--- config.mk ---
export PLATFORM = sky130hd
export DESIGN_NAME = twsbm_master
export DESIGN_NICKNAME = d
export VERILOG_FILES = /design/src/twsbm_pkg.sv /design/src/twsbm_watch_timer.sv /design/src/twsbm_master.sv
export SDC_FILE = /design/constraint.sdc
export NUM_CORES = 1
export LEC_CHECK = 0
export ABC_AREA = 1
export BUFFER_PORTS_ARGS = -buffer_cell sky130_fd_sc_hd__buf_4
export CAP_MARGIN = 10
export CORE_ASPECT_RATIO = 1.4
export CORE_MARGIN = 1
export CORE_UTILIZATION = 40
export CTS_BUF_LIST = sky130_fd_sc_hd__clkbuf_4
export DETAILED_ROUTE_END_ITERATION = 8
export GPL_ROUTABILITY_DRIVEN = 0
export PLACE_DENSITY = 0.66
export REMOVE_ABC_BUFFERS = 1
export SETUP_SLACK_MARGIN = 0.2
export SLEW_MARGIN = 20
export SYNTH_ARGS = -nofsm -noshare
export SYNTH_HDL_FRONTEND = slang
export SYNTH_SLANG_ARGS = --single-unit
export TNS_END_PERCENT = 20
--- constraint.sdc ---
create_clock -name clk -period 13.2 [get_ports clk]
set_clock_uncertainty 0.2 [all_clocks]
set_input_delay 2.64 -clock clk [delete_from_list [all_inputs] [get_ports clk]]
set_output_delay 2.64 -clock clk [all_outputs]
set_load 0.005 [all_outputs]
--- src/twsbm_pkg.sv ---
// Constants, offsets and state codes of the two-wire serial bus master.
// Assumes a 200 MHz core clock and a 32-bit classic Wishbone register bus.
package twsbm_pkg;

  // Register byte offsets
  localparam logic [7:0] OFF_MODE = 8'h00;
  localparam logic [7:0] OFF_CLKSEL = 8'h04;
  localparam logic [7:0] OFF_WTMODE = 8'h08;
  localparam logic [7:0] OFF_TXDATA = 8'h0C;
  localparam logic [7:0] OFF_CTRL = 8'h10;
  localparam logic [7:0] OFF_STATUS = 8'h14;
  localparam logic [7:0] OFF_RXDATA = 8'h18;
  localparam logic [7:0] OFF_MATCH = 8'h1C;
  localparam logic [7:0] OFF_IRQST = 8'h20;
  localparam logic [7:0] OFF_IRQMSK = 8'h24;

  // Register values and fields
  localparam logic [7:0] MODE_BUS_VAL = 8'h93;
  localparam logic [7:0] MODE_WR_MASK = 8'hBF;
  localparam int MODE_MATCH_BIT = 6;
  localparam logic [3:0] CLKSEL_DIV16 = 4'h8;
  localparam logic [7:0] WT_MODE_VAL = 8'h26;
  localparam int CTRL_START_BIT = 2;
  localparam int CTRL_REL_BIT = 3;
  localparam logic [7:0] RX_IDLE_BYTE = 8'hFF;

  // Transfer types
  localparam logic [1:0] TYPE_ADDR = 2'h0;
  localparam logic [1:0] TYPE_CMD = 2'h1;
  localparam logic [1:0] TYPE_DTX = 2'h2;
  localparam logic [1:0] TYPE_DRX = 2'h3;

  // Interrupt status bits
  localparam int IRQ_DONE = 0;
  localparam int IRQ_TOUT = 1;
  localparam int IRQ_LINE = 2;

  // Marker phase steps
  localparam logic [1:0] PRE_LOW = 2'h0;
  localparam logic [1:0] PRE_REL = 2'h1;
  localparam logic [1:0] PRE_CMD = 2'h2;
  localparam logic [1:0] PRE_DROP = 2'h3;

  // Timing
  localparam int CLK_PERIOD_PS = 5000;
  localparam longint WT_INTERVAL_PS = 64'd1950000000;
  localparam int WT_TICK_CYC = int'(WT_INTERVAL_PS / CLK_PERIOD_PS);
  localparam logic [2:0] ACK_TIMEOUT_TICKS = 3'h5;
  localparam logic [2:0] LAST_BIT = 3'h7;
  localparam logic [7:0] HALF_DIV16 = 8'h08;

  typedef enum logic [5:0] {
    ST_IDLE = 6'b000001,
    ST_PRE = 6'b000010,
    ST_BITS = 6'b000100,
    ST_ACKS = 6'b001000,
    ST_AWAIT = 6'b010000,
    ST_BUSYW = 6'b100000
  } twsbm_state_t;

endpackage : twsbm_pkg

--- src/twsbm_watch_timer.sv ---
// Interval tick generator standing in for the watch timer.
// Assumes an enable held steady while ticks are wanted.
`timescale 1ns/1ps
module twsbm_watch_timer #(
  parameter int TICK_CYCLES = twsbm_pkg::WT_TICK_CYC
) (
  // Clock and reset
  input wire logic clk,
  input wire logic rst,
  // Control and tick
  input wire logic enable,
  output logic tick
);

  logic [31:0] cnt_r;

  // Restarts from zero whenever disabled, so the first tick is a full period
  always_ff @(posedge clk or posedge rst)
  begin
    if (rst)
    begin
      cnt_r <= 32'h0;
      tick <= 1'b0;
    end
    else if (!enable)
    begin
      cnt_r <= 32'h0;
      tick <= 1'b0;
    end
    else if (cnt_r == 32'(TICK_CYCLES - 1))
    begin
      cnt_r <= 32'h0;
      tick <= 1'b1;
    end
    else
    begin
      cnt_r <= cnt_r + 32'h1;
      tick <= 1'b0;
    end
  end

endmodule : twsbm_watch_timer

--- src/twsbm_master.sv ---
// Two-wire serial bus master with ack time-out and bus-line self-check.
// Assumes an open-drain data line pulled up outside the chip; the clock line is driven both high and low.
`timescale 1ns/1ps
module twsbm_master #(
  parameter int WT_TICK_CYCLES = twsbm_pkg::WT_TICK_CYC
) (
  // Clock and reset
  input wire logic clk,
  input wire logic rst,
  // Wishbone slave
  input wire logic cyc_i,
  input wire logic stb_i,
  input wire logic we_i,
  input wire logic [7:0] adr_i,
  input wire logic [3:0] sel_i,
  input wire logic [31:0] dat_i,
  output logic [31:0] dat_o,
  output logic ack_o,
  // Serial clock line
  output logic sclkOut,
  // Serial data line, open drain
  input wire logic sdaIn,
  output logic sdaOut,
  output logic sdaOe,
  // Interrupt
  output logic irq
);

  twsbm_pkg::twsbm_state_t state_r;
  logic [7:0] mode_r, wtMode_r, txData_r, shift_r, match_r, rxData_r;
  logic [3:0] clkSel_r;
  logic [2:0] irqSt_r, irqMsk_r, irqSet, bitCnt_r, ackCnt_r;
  logic [1:0] type_r, preStep_r;
  logic [7:0] halfCnt_r;
  logic latch_r, rxMode_r, errFlag_r, ackWait_r, matchFlag_r;
  logic busy, modeOk, wtTick, halfTick, finish, irqAny;
  logic wbReq, wrEn, startReq, relReq;

  // Half period of the serial clock for a clock select nibble
  function automatic logic [7:0] halfLen(input logic [3:0] sel);
    if (sel == twsbm_pkg::CLKSEL_DIV16)
      halfLen = twsbm_pkg::HALF_DIV16;
    else
      halfLen = twsbm_pkg::HALF_DIV16 << 1;
  endfunction : halfLen

  assign busy = (state_r != twsbm_pkg::ST_IDLE);
  assign modeOk = ((mode_r & twsbm_pkg::MODE_WR_MASK)
                   == twsbm_pkg::MODE_BUS_VAL);
  assign wbReq = cyc_i && stb_i && !ack_o;
  assign wrEn = wbReq && we_i && sel_i[0];
  assign startReq = wrEn && (adr_i == twsbm_pkg::OFF_CTRL)
                    && dat_i[twsbm_pkg::CTRL_START_BIT]
                    && !busy && modeOk && latch_r;
  assign relReq = wrEn && (adr_i == twsbm_pkg::OFF_CTRL)
                  && dat_i[twsbm_pkg::CTRL_REL_BIT];
  assign halfTick = busy && (halfCnt_r == 8'h00);
  assign finish = (state_r == twsbm_pkg::ST_BUSYW) && halfTick
                  && !sdaOe && sdaIn;
  assign irqAny = |(irqSt_r & irqMsk_r);

  twsbm_watch_timer #(
    .TICK_CYCLES(WT_TICK_CYCLES)
  ) u_wt (
    .clk(clk),
    .rst(rst),
    .enable(wtMode_r == twsbm_pkg::WT_MODE_VAL),
    .tick(wtTick)
  );

  // Register writes; mode and clock are frozen during a transfer
  always_ff @(posedge clk or posedge rst)
  begin
    if (rst)
    begin
      mode_r <= 8'h00;
      clkSel_r <= 4'h0;
      wtMode_r <= 8'h00;
      txData_r <= 8'h00;
      type_r <= twsbm_pkg::TYPE_ADDR;
      irqMsk_r <= 3'h0;
      latch_r <= 1'b0;
    end
    else
    begin
      if (wrEn && !busy)
      begin
        unique case (adr_i)
          twsbm_pkg::OFF_MODE: mode_r <= dat_i[7:0];
          twsbm_pkg::OFF_CLKSEL: clkSel_r <= dat_i[3:0];
          twsbm_pkg::OFF_WTMODE: wtMode_r <= dat_i[7:0];
          twsbm_pkg::OFF_TXDATA: txData_r <= dat_i[7:0];
          twsbm_pkg::OFF_CTRL: type_r <= dat_i[1:0];
          default: ;
        endcase
      end
      if (wrEn && adr_i == twsbm_pkg::OFF_IRQMSK)
        irqMsk_r <= dat_i[2:0];
      if (relReq)
        latch_r <= 1'b1;
    end
  end

  // Bus answers one cycle after the request; unmapped reads give zero
  always_ff @(posedge clk or posedge rst)
  begin
    if (rst)
    begin
      ack_o <= 1'b0;
      dat_o <= 32'h0;
    end
    else
    begin
      ack_o <= wbReq;
      dat_o <= 32'h0;
      if (wbReq && !we_i)
      begin
        unique case (adr_i)
          twsbm_pkg::OFF_MODE:
            dat_o[7:0] <= {mode_r[7], matchFlag_r, mode_r[5:0]};
          twsbm_pkg::OFF_CLKSEL: dat_o[3:0] <= clkSel_r;
          twsbm_pkg::OFF_WTMODE: dat_o[7:0] <= wtMode_r;
          twsbm_pkg::OFF_TXDATA: dat_o[7:0] <= txData_r;
          twsbm_pkg::OFF_CTRL: dat_o[1:0] <= type_r;
          twsbm_pkg::OFF_STATUS:
            dat_o[4:0] <= {latch_r, matchFlag_r, ackWait_r, errFlag_r,
                           busy};
          twsbm_pkg::OFF_RXDATA: dat_o[7:0] <= rxData_r;
          twsbm_pkg::OFF_MATCH: dat_o[7:0] <= match_r;
          twsbm_pkg::OFF_IRQST: dat_o[2:0] <= irqSt_r;
          twsbm_pkg::OFF_IRQMSK: dat_o[2:0] <= irqMsk_r;
          default: ;
        endcase
      end
    end
  end

  // Serial clock divider, runs only during a transfer
  always_ff @(posedge clk or posedge rst)
  begin
    if (rst)
      halfCnt_r <= 8'h00;
    else if (!busy || halfTick)
      halfCnt_r <= halfLen(clkSel_r) - 8'h01;
    else
      halfCnt_r <= halfCnt_r - 8'h01;
  end

  // Transfer sequencer
  always_ff @(posedge clk or posedge rst)
  begin
    if (rst)
    begin
      state_r <= twsbm_pkg::ST_IDLE;
      sclkOut <= 1'b1;
      sdaOe <= 1'b0;
      shift_r <= 8'h00;
      match_r <= 8'h00;
      rxData_r <= 8'h00;
      bitCnt_r <= 3'h0;
      ackCnt_r <= 3'h0;
      preStep_r <= twsbm_pkg::PRE_LOW;
      rxMode_r <= 1'b0;
      errFlag_r <= 1'b0;
      ackWait_r <= 1'b0;
      matchFlag_r <= 1'b0;
    end
    else
    begin
      unique case (state_r)
        twsbm_pkg::ST_IDLE:
        begin
          sdaOe <= modeOk && !latch_r;
          sclkOut <= 1'b1;
          if (startReq)
          begin
            rxMode_r <= (dat_i[1:0] == twsbm_pkg::TYPE_DRX);
            errFlag_r <= 1'b0;
            bitCnt_r <= 3'h0;
            if (dat_i[1:0] == twsbm_pkg::TYPE_DRX)
            begin
              shift_r <= twsbm_pkg::RX_IDLE_BYTE;
              match_r <= twsbm_pkg::RX_IDLE_BYTE;
            end
            else
            begin
              shift_r <= txData_r;
              match_r <= txData_r;
            end
            if (dat_i[1:0] == twsbm_pkg::TYPE_ADDR)
            begin
              preStep_r <= twsbm_pkg::PRE_LOW;
              sdaOe <= 1'b1;
              state_r <= twsbm_pkg::ST_PRE;
            end
            else if (dat_i[1:0] == twsbm_pkg::TYPE_CMD)
            begin
              preStep_r <= twsbm_pkg::PRE_CMD;
              sdaOe <= 1'b1;
              state_r <= twsbm_pkg::ST_PRE;
            end
            else
            begin
              sclkOut <= 1'b0;
              sdaOe <= (dat_i[1:0] == twsbm_pkg::TYPE_DTX) && !txData_r[7];
              state_r <= twsbm_pkg::ST_BITS;
            end
          end
        end
        twsbm_pkg::ST_PRE:
          if (halfTick)
          begin
            unique case (preStep_r)
              twsbm_pkg::PRE_LOW:
              begin
                sdaOe <= 1'b0;
                preStep_r <= twsbm_pkg::PRE_REL;
              end
              twsbm_pkg::PRE_REL:
                if (sdaIn)
                begin
                  sdaOe <= 1'b1;
                  preStep_r <= twsbm_pkg::PRE_CMD;
                end
              twsbm_pkg::PRE_CMD:
              begin
                sdaOe <= 1'b1;
                sclkOut <= 1'b0;
                preStep_r <= twsbm_pkg::PRE_DROP;
              end
              twsbm_pkg::PRE_DROP:
              begin
                sdaOe <= !rxMode_r && !shift_r[7];
                state_r <= twsbm_pkg::ST_BITS;
              end
            endcase
          end
        twsbm_pkg::ST_BITS:
          if (halfTick)
          begin
            if (!sclkOut)
              sclkOut <= 1'b1;
            else
            begin
              // Line is read back, so a stuck bit shows up as a mismatch
              shift_r <= {shift_r[6:0], sdaIn};
              sclkOut <= 1'b0;
              bitCnt_r <= bitCnt_r + 3'h1;
              if (bitCnt_r == twsbm_pkg::LAST_BIT)
              begin
                sdaOe <= rxMode_r;
                state_r <= twsbm_pkg::ST_ACKS;
              end
              else
                sdaOe <= !rxMode_r && !shift_r[6];
            end
          end
        twsbm_pkg::ST_ACKS:
          if (halfTick)
          begin
            if (!sclkOut)
              sclkOut <= 1'b1;
            else
            begin
              sclkOut <= 1'b0;
              sdaOe <= 1'b0;
              if (!rxMode_r && sdaIn)
              begin
                ackCnt_r <= twsbm_pkg::ACK_TIMEOUT_TICKS;
                ackWait_r <= 1'b1;
                state_r <= twsbm_pkg::ST_AWAIT;
              end
              else
                state_r <= twsbm_pkg::ST_BUSYW;
            end
          end
        twsbm_pkg::ST_AWAIT:
          if (!sdaIn)
          begin
            ackWait_r <= 1'b0;
            state_r <= twsbm_pkg::ST_BUSYW;
          end
          else if (wtTick)
          begin
            ackCnt_r <= ackCnt_r - 3'h1;
            if (ackCnt_r == 3'h1)
            begin
              sdaOe <= 1'b1;
              errFlag_r <= 1'b1;
              ackWait_r <= 1'b0;
              state_r <= twsbm_pkg::ST_BUSYW;
            end
          end
        twsbm_pkg::ST_BUSYW:
          if (halfTick)
          begin
            if (sdaOe)
              sdaOe <= 1'b0;
            else if (sdaIn)
            begin
              // Slave busy keeps the line low; wait it out
              rxData_r <= shift_r;
              matchFlag_r <= (shift_r == match_r);
              if (!rxMode_r && shift_r != match_r)
                errFlag_r <= 1'b1;
              state_r <= twsbm_pkg::ST_IDLE;
            end
          end
        default:
          state_r <= twsbm_pkg::ST_IDLE;
      endcase
    end
  end

  // Interrupt events; a new event beats a same-cycle clear
  assign irqSet[twsbm_pkg::IRQ_DONE] = finish;
  assign irqSet[twsbm_pkg::IRQ_TOUT] = (state_r == twsbm_pkg::ST_AWAIT)
                                       && sdaIn && wtTick
                                       && (ackCnt_r == 3'h1);
  assign irqSet[twsbm_pkg::IRQ_LINE] = finish && !rxMode_r
                                       && (shift_r != match_r);

  always_ff @(posedge clk or posedge rst)
  begin
    if (rst)
    begin
      irqSt_r <= 3'h0;
      irq <= 1'b0;
    end
    else
    begin
      if (wrEn && adr_i == twsbm_pkg::OFF_IRQST)
        irqSt_r <= (irqSt_r & ~dat_i[2:0]) | irqSet;
      else
        irqSt_r <= irqSt_r | irqSet;
      irq <= irqAny;
    end
  end

  // Data output latch only ever pulls low
  always_ff @(posedge clk or posedge rst)
  begin
    if (rst)
      sdaOut <= 1'b0;
    else
      sdaOut <= 1'b0;
  end
endmodule : twsbm_master

======== Yosys cells after proc, flatten, opt, wreduce, memory -nomap -nowiden ========
Cells that the tools add are included.
word-level totals
  memories ................................ 0
  input bits .............................. 50
  word-level logic and storage cells ...... 248
  register bits after elaboration ......... 132
  ROM bits ................................ 0
  RAM bits ................................ 0
  output and inout port bits .............. 37
  bits in latches ......................... 0
operators by class
  bitwise gates (word level) .............. 6
  div/mod/pow operators ................... 0
  multiply operators ...................... 0
  equal/unequal tests ..................... 53
  reduce and logical (&&, ||, !) cells .... 66
  shift operators ......................... 0
  multiplexer cells ....................... 91
  add/sub/neg operators ................... 5
  $lt $le $gt $ge ......................... 0
operators with widths
  operator                                                                 number
  6-bit two-way mux                                                        15
  32-bit two-way mux                                                       2
  8-bit two-way mux                                                        7
  6-bit case mux with 6 select lines                                       1
  1-bit two-way mux                                                        34
  3-bit two-way mux                                                        11
  32-bit by 1-bit adder with 32-bit output, second input constant          1
  32-bit by 19-bit equality test with 1-bit output, second input constant  1
  8-bit by 5-bit equality test with 1-bit output, second input constant    4
  1-bit logical AND                                                        29
  2-bit != test, second input constant                                     13
  8-bit by 6-bit equality test with 1-bit output, second input constant    3
  2-bit case mux with 10 select lines                                      1
  6-bit AND reduction                                                      3
  8-bit by 4-bit equality test with 1-bit output, second input constant    2
  8-bit logical NOT                                                        2
  8-bit case mux with 2 select lines                                       1
  8-bit by 1-bit subtractor with 8-bit output, second input constant       2
  3-bit case mux with 5 select lines                                       1
  13-bit AND reduction                                                     1
  1-bit case mux with 6 select lines                                       2
  3-bit case mux with 2 select lines                                       2
  2-bit AND reduction                                                      6
  4-bit AND reduction                                                      3
  45 further kinds                                                         74

======== Longest topological paths before layout ========
  depth after elaboration ................. 11
  mapped depth ............................ 13
  gate-level depth less buffers ........... 13

======== Cells and area by module ========
Synthesis repeated with hierarchy kept, for this count alone.
second synthesis, totals
  cells, all modules ...................... 1046
  area, all modules ....................... 7467.2 um^2
by module, submodules not included
  module             area an instance (um^2)  instances  cells an instance  seq. area each (um^2)
  twsbm_master       5441.5                   1          740                2454.9
  twsbm_watch_timer  2025.7                   1          306                825.8

======== Worst setup path before layout ========
No wires, ideal clock.
  path kind ............................... input -> register
  from .................................... input adr_i[1]
  to ...................................... register shift_r[0]
  data arrival time ....................... 3.761 ns
  setup time .............................. 0.123 ns
  data required time ...................... 12.877 ns
  path slack .............................. 9.115 ns
  cell stages on the path ................. 9
  buffers on the path ..................... 1
  cells stage by stage .................... nor2_2 > nand3_1 > nor2_2 > nand3_2 > nand2_2 > nand2_2 > buf_2 > nand2_1 > o21ai_1
between the ends
  cells in the longest elaborated chain, start to end .. 8
RTL lines
  item                                            line                 source
  start, declared                                 twsbm_master.sv:14   input wire logic [7:0] adr_i,
  8-bit by 5-bit equality test with 1-bit output  twsbm_master.sv:52   assign startReq = wrEn && (adr_i == twsbm_pkg::OFF_CTRL)
  1-bit logical AND                               twsbm_master.sv:52
  1-bit logical AND                               twsbm_master.sv:53   && dat_i[twsbm_pkg::CTRL_START_BIT]
  1-bit logical AND (3 in a row)                  twsbm_master.sv:54   && !busy && modeOk && latch_r;
  2-bit != test (no line)                         --
  4-bit AND reduction (no line)                   --
  end signal, assigned                            twsbm_master.sv:182  shift_r <= twsbm_pkg::RX_IDLE_BYTE;
  end signal, assigned                            twsbm_master.sv:187  shift_r <= txData_r;
  end signal, assigned                            twsbm_master.sv:246  shift_r <= {shift_r[6:0], sdaIn};
  end, declared                                   twsbm_master.sv:30   logic [7:0] mode_r, wtMode_r, txData_r, shift_r, match_r, rxData_r;
No other way between the ends.
A chain may end at the register's enable or synchronous reset.

======== Worst setup path after layout ========
  from .................................... input adr_i[1]
  to ...................................... register bitCnt_r[0]
between the ends
  cells in the longest elaborated chain, start to end .. 8
RTL lines
  item                                            line                 source
  8-bit by 5-bit equality test with 1-bit output  twsbm_master.sv:52
  1-bit logical AND                               twsbm_master.sv:52
  1-bit logical AND                               twsbm_master.sv:53
  1-bit logical AND (3 in a row)                  twsbm_master.sv:54
  2-bit != test (no line)                         --
  4-bit AND reduction (no line)                   --
  end signal, assigned                            twsbm_master.sv:248  bitCnt_r <= bitCnt_r + 3'h1;
  end, declared                                   twsbm_master.sv:32   logic [2:0] irqSt_r, irqMsk_r, irqSet, bitCnt_r, ackCnt_r;
No other way between the ends.

==> summary.txt <==
Final period util = 0.339
via count = 6277
post-cts resize count = 0
Critical Path End Type = flop
Setup-failing EPs final = 0
Synth-to-Final Area Change = 8.88%
gr usage total = 0.197
upper clock frequency limit = 223 MHz
DR vias/cell = 4.84
CTS tree = built
worst-path fanout max = 22
hold slack = 0.254 ns
Die Area = 18900 sq um
PortBufs = 34
DRC Markers = 0
final max-slew violation count = 0
vias in the first global route = 6088
Tmin final = 4.48 ns
worst ir drop on vdd = 0.0472 mV
Max Cap Violations = 0
fin area = 8010 sq um
worst rel slew slack = 0.437
Die W = 117 microns
placement row count = 58
drt first pass iters = 5
Post-Syn Instances = 1003
Clk Latency, worst-skew pair = 0.56 ns
layout cell share with drive strength beyond 1 = 0.0919
drt initial violations = 411
Synth Register Bits = 131
CTS root buf = clkbuf_4
final wirelength = 17.1 mm
Sinks on Clock Net = 131
hpwl dp = 12.8 mm
HP Class = flop to flop
post-layout util = 0.445
final worst-path setup slack = 8.72 ns
met1 track demand over resource = 0.220
Sw Share = 0.387
Seq pwr share = 0.456
WL/cell = 13.2 microns
CP Launch Type = input pin
met2 Track Usage GR = 0.354
outcome = finished, final reports clean
Max Buffers Root-to-Sink = 2
Synth Cell Area = 7360 sq um
RSZ-0062 raised after global routing = no
Clock Power Share = 0.232
Placement Setup Slack = 8.18 ns
Syn Area/Cell = 7.33 sq um
Crit path required time = 13.45 ns
Ports = 87
Detail Route Antenna Nets = 0
global-route wire length before repair = 28.7 mm
Die Ht = 162 microns
H-Tree Depth = 4
Post-CTS Setup Inserts = 0
Initial Utilization = 0.409
NetSw = 411 uW
Least-Margin Pin Slew = 0.843 ns
worst path arrival time = 4.73 ns
PD cells = 133 nW/um^2
leakage power = 3.77 nW
CTS clk-pin slew, worst paths = 0.11 ns
Area after DPL = 7760 sq um
largest net degree at the start of global routing = 70
Warnings, synthesis = 0
Pint = 651 uW
clock buffer count from CTS = 17
setup TNS = 0 ns
global route total overflow = 0
share of the yosys chip area belonging to registers = 0.446
Fin. Hold Viols = 0
initial antenna violation count = 1
commonest non-fill, non-tap cell in the layout = nand2_1
hold-fix buffers at CTS = 0
GRT busiest layer = met2
Netlist cell types = 39
met3 Resource Use GR = 0.0350
commonest non-fill, non-tap cells in the layout = nand2_1 (303), nor2_1 (142), dfrtp_1 (129)
Core ar. = 18000 sq um
critical path class = input pin to flop
final net count = 1104
Comb pwr share = 0.312
cells in the mapped netlist, drive strengths merged:
cell     instances  area share
a21oi           15       0.012
a31o             1      0.0012
a31oi            1     0.00085
buf             33       0.032
clkbuf           5      0.0026
clkinv           3      0.0015
conb             1     0.00051
dfrtp          129        0.44
dfstp            2      0.0071
ha              11       0.019
inv            102       0.052
nand2          307        0.16
nand3           57       0.041
nand3b           4      0.0041
nand4           18       0.015
nor2           158       0.091
nor3            19       0.014
nor3b            1      0.0010
nor4             1     0.00085
o21ai          101       0.069
o21bai           1      0.0010
o2bb2ai          1      0.0012
o31ai            2      0.0020
or2              3      0.0026
xnor2           14       0.017
xor2            13       0.015
through the flow:
stage / instances / power [mW]
3_3_place_gp: 1264 / 0.818
3_5_place_dp: 1264 / 0.826
4_1_cts: 1296 / 1.07
2_1_floorplan: 989 / 0.742
6_report: 1297 / 1.06
5_1_grt: 1297 / 1.15
state kept, by name, summed over array words and instances (netlist names), 3 cells and up:
signal      count
irqMsk_r        3
rxData_r        8
u_wt.cnt_r     32
mode_r          7
ackCnt_r        3
clkSel_r        4
halfCnt_r       8
state_r         6
wtMode_r        8
dat_o           8
match_r         8
irqSt_r         3
txData_r        8
bitCnt_r        3
shift_r         8
kinds of logic (layout without fill, tap and decap cells):
group,count (synthesis),count (layout),share of synthesized area
xor+xnor,27,27,0.0321
compound gates,122,122,0.0868
buf+inv,143,172,0.0879
flops,131,131,0.446
simple gates,568,568,0.328
other cells,1,26,0.000510
fa+ha+maj,11,11,0.0187
final cells by class:
| cell class | instances | area, sq um |
|---|---|---|
| diodes | 1 | 2.50 |
| clock buffers | 17 | 128 |
| clock inverters | 15 | 118 |
| fillers | 1889 | 9990 |
| inverters | 105 | 399 |
| multi-input cells | 753 | 3520 |
| flip-flops and latches | 131 | 3280 |
| well taps | 240 | 300 |
| repair buffers | 35 | 263 |
final timing paths:
path,startpoint,endpoint,slack [ns],cells after the start
worst max-delay path,adr_i[1],bitCnt_r[0],8.72,9
worst min-delay path,ack_o,ack_o,0.25,1
worst max register to register,wtMode_r[4],u_wt.cnt_r[0],9.91,7
worst min register to register,ack_o,ack_o,0.25,1
max in group asynchronous,rst,dat_o[1],9.59,3
min in group asynchronous,rst,u_wt.cnt_r[5],1.95,2
power by group through the flow:
stage	combinational, mW	sequential, mW	clock (mW)
floorplan	0.259	0.483	0
global placement	0.327	0.491	0
detailed placement	0.333	0.493	0
CTS	0.336	0.485	0.254
global route	0.387	0.491	0.272
finish	0.331	0.484	0.247
critical path: stages:
cell,delay (ns)
buf_4,0.11
nor2_2,0.15
nand3_1,0.18
nor2_2,0.34
nand3_2,0.46
nand2_2,0.26
nand2_2,0.27
o21ai_0,0.25
inv_1,0.05
routing by layer:
layer	vias to the layer above	part of all wire	wire length (microns)
li1	3214	-	-
met1	2867	0.41	6950
met2	150	0.52	8910
met3	46	0.036	617
met4	0	0.037	640
met5	-	0	0
Note: power is estimated with default switching activity, not from simulation.
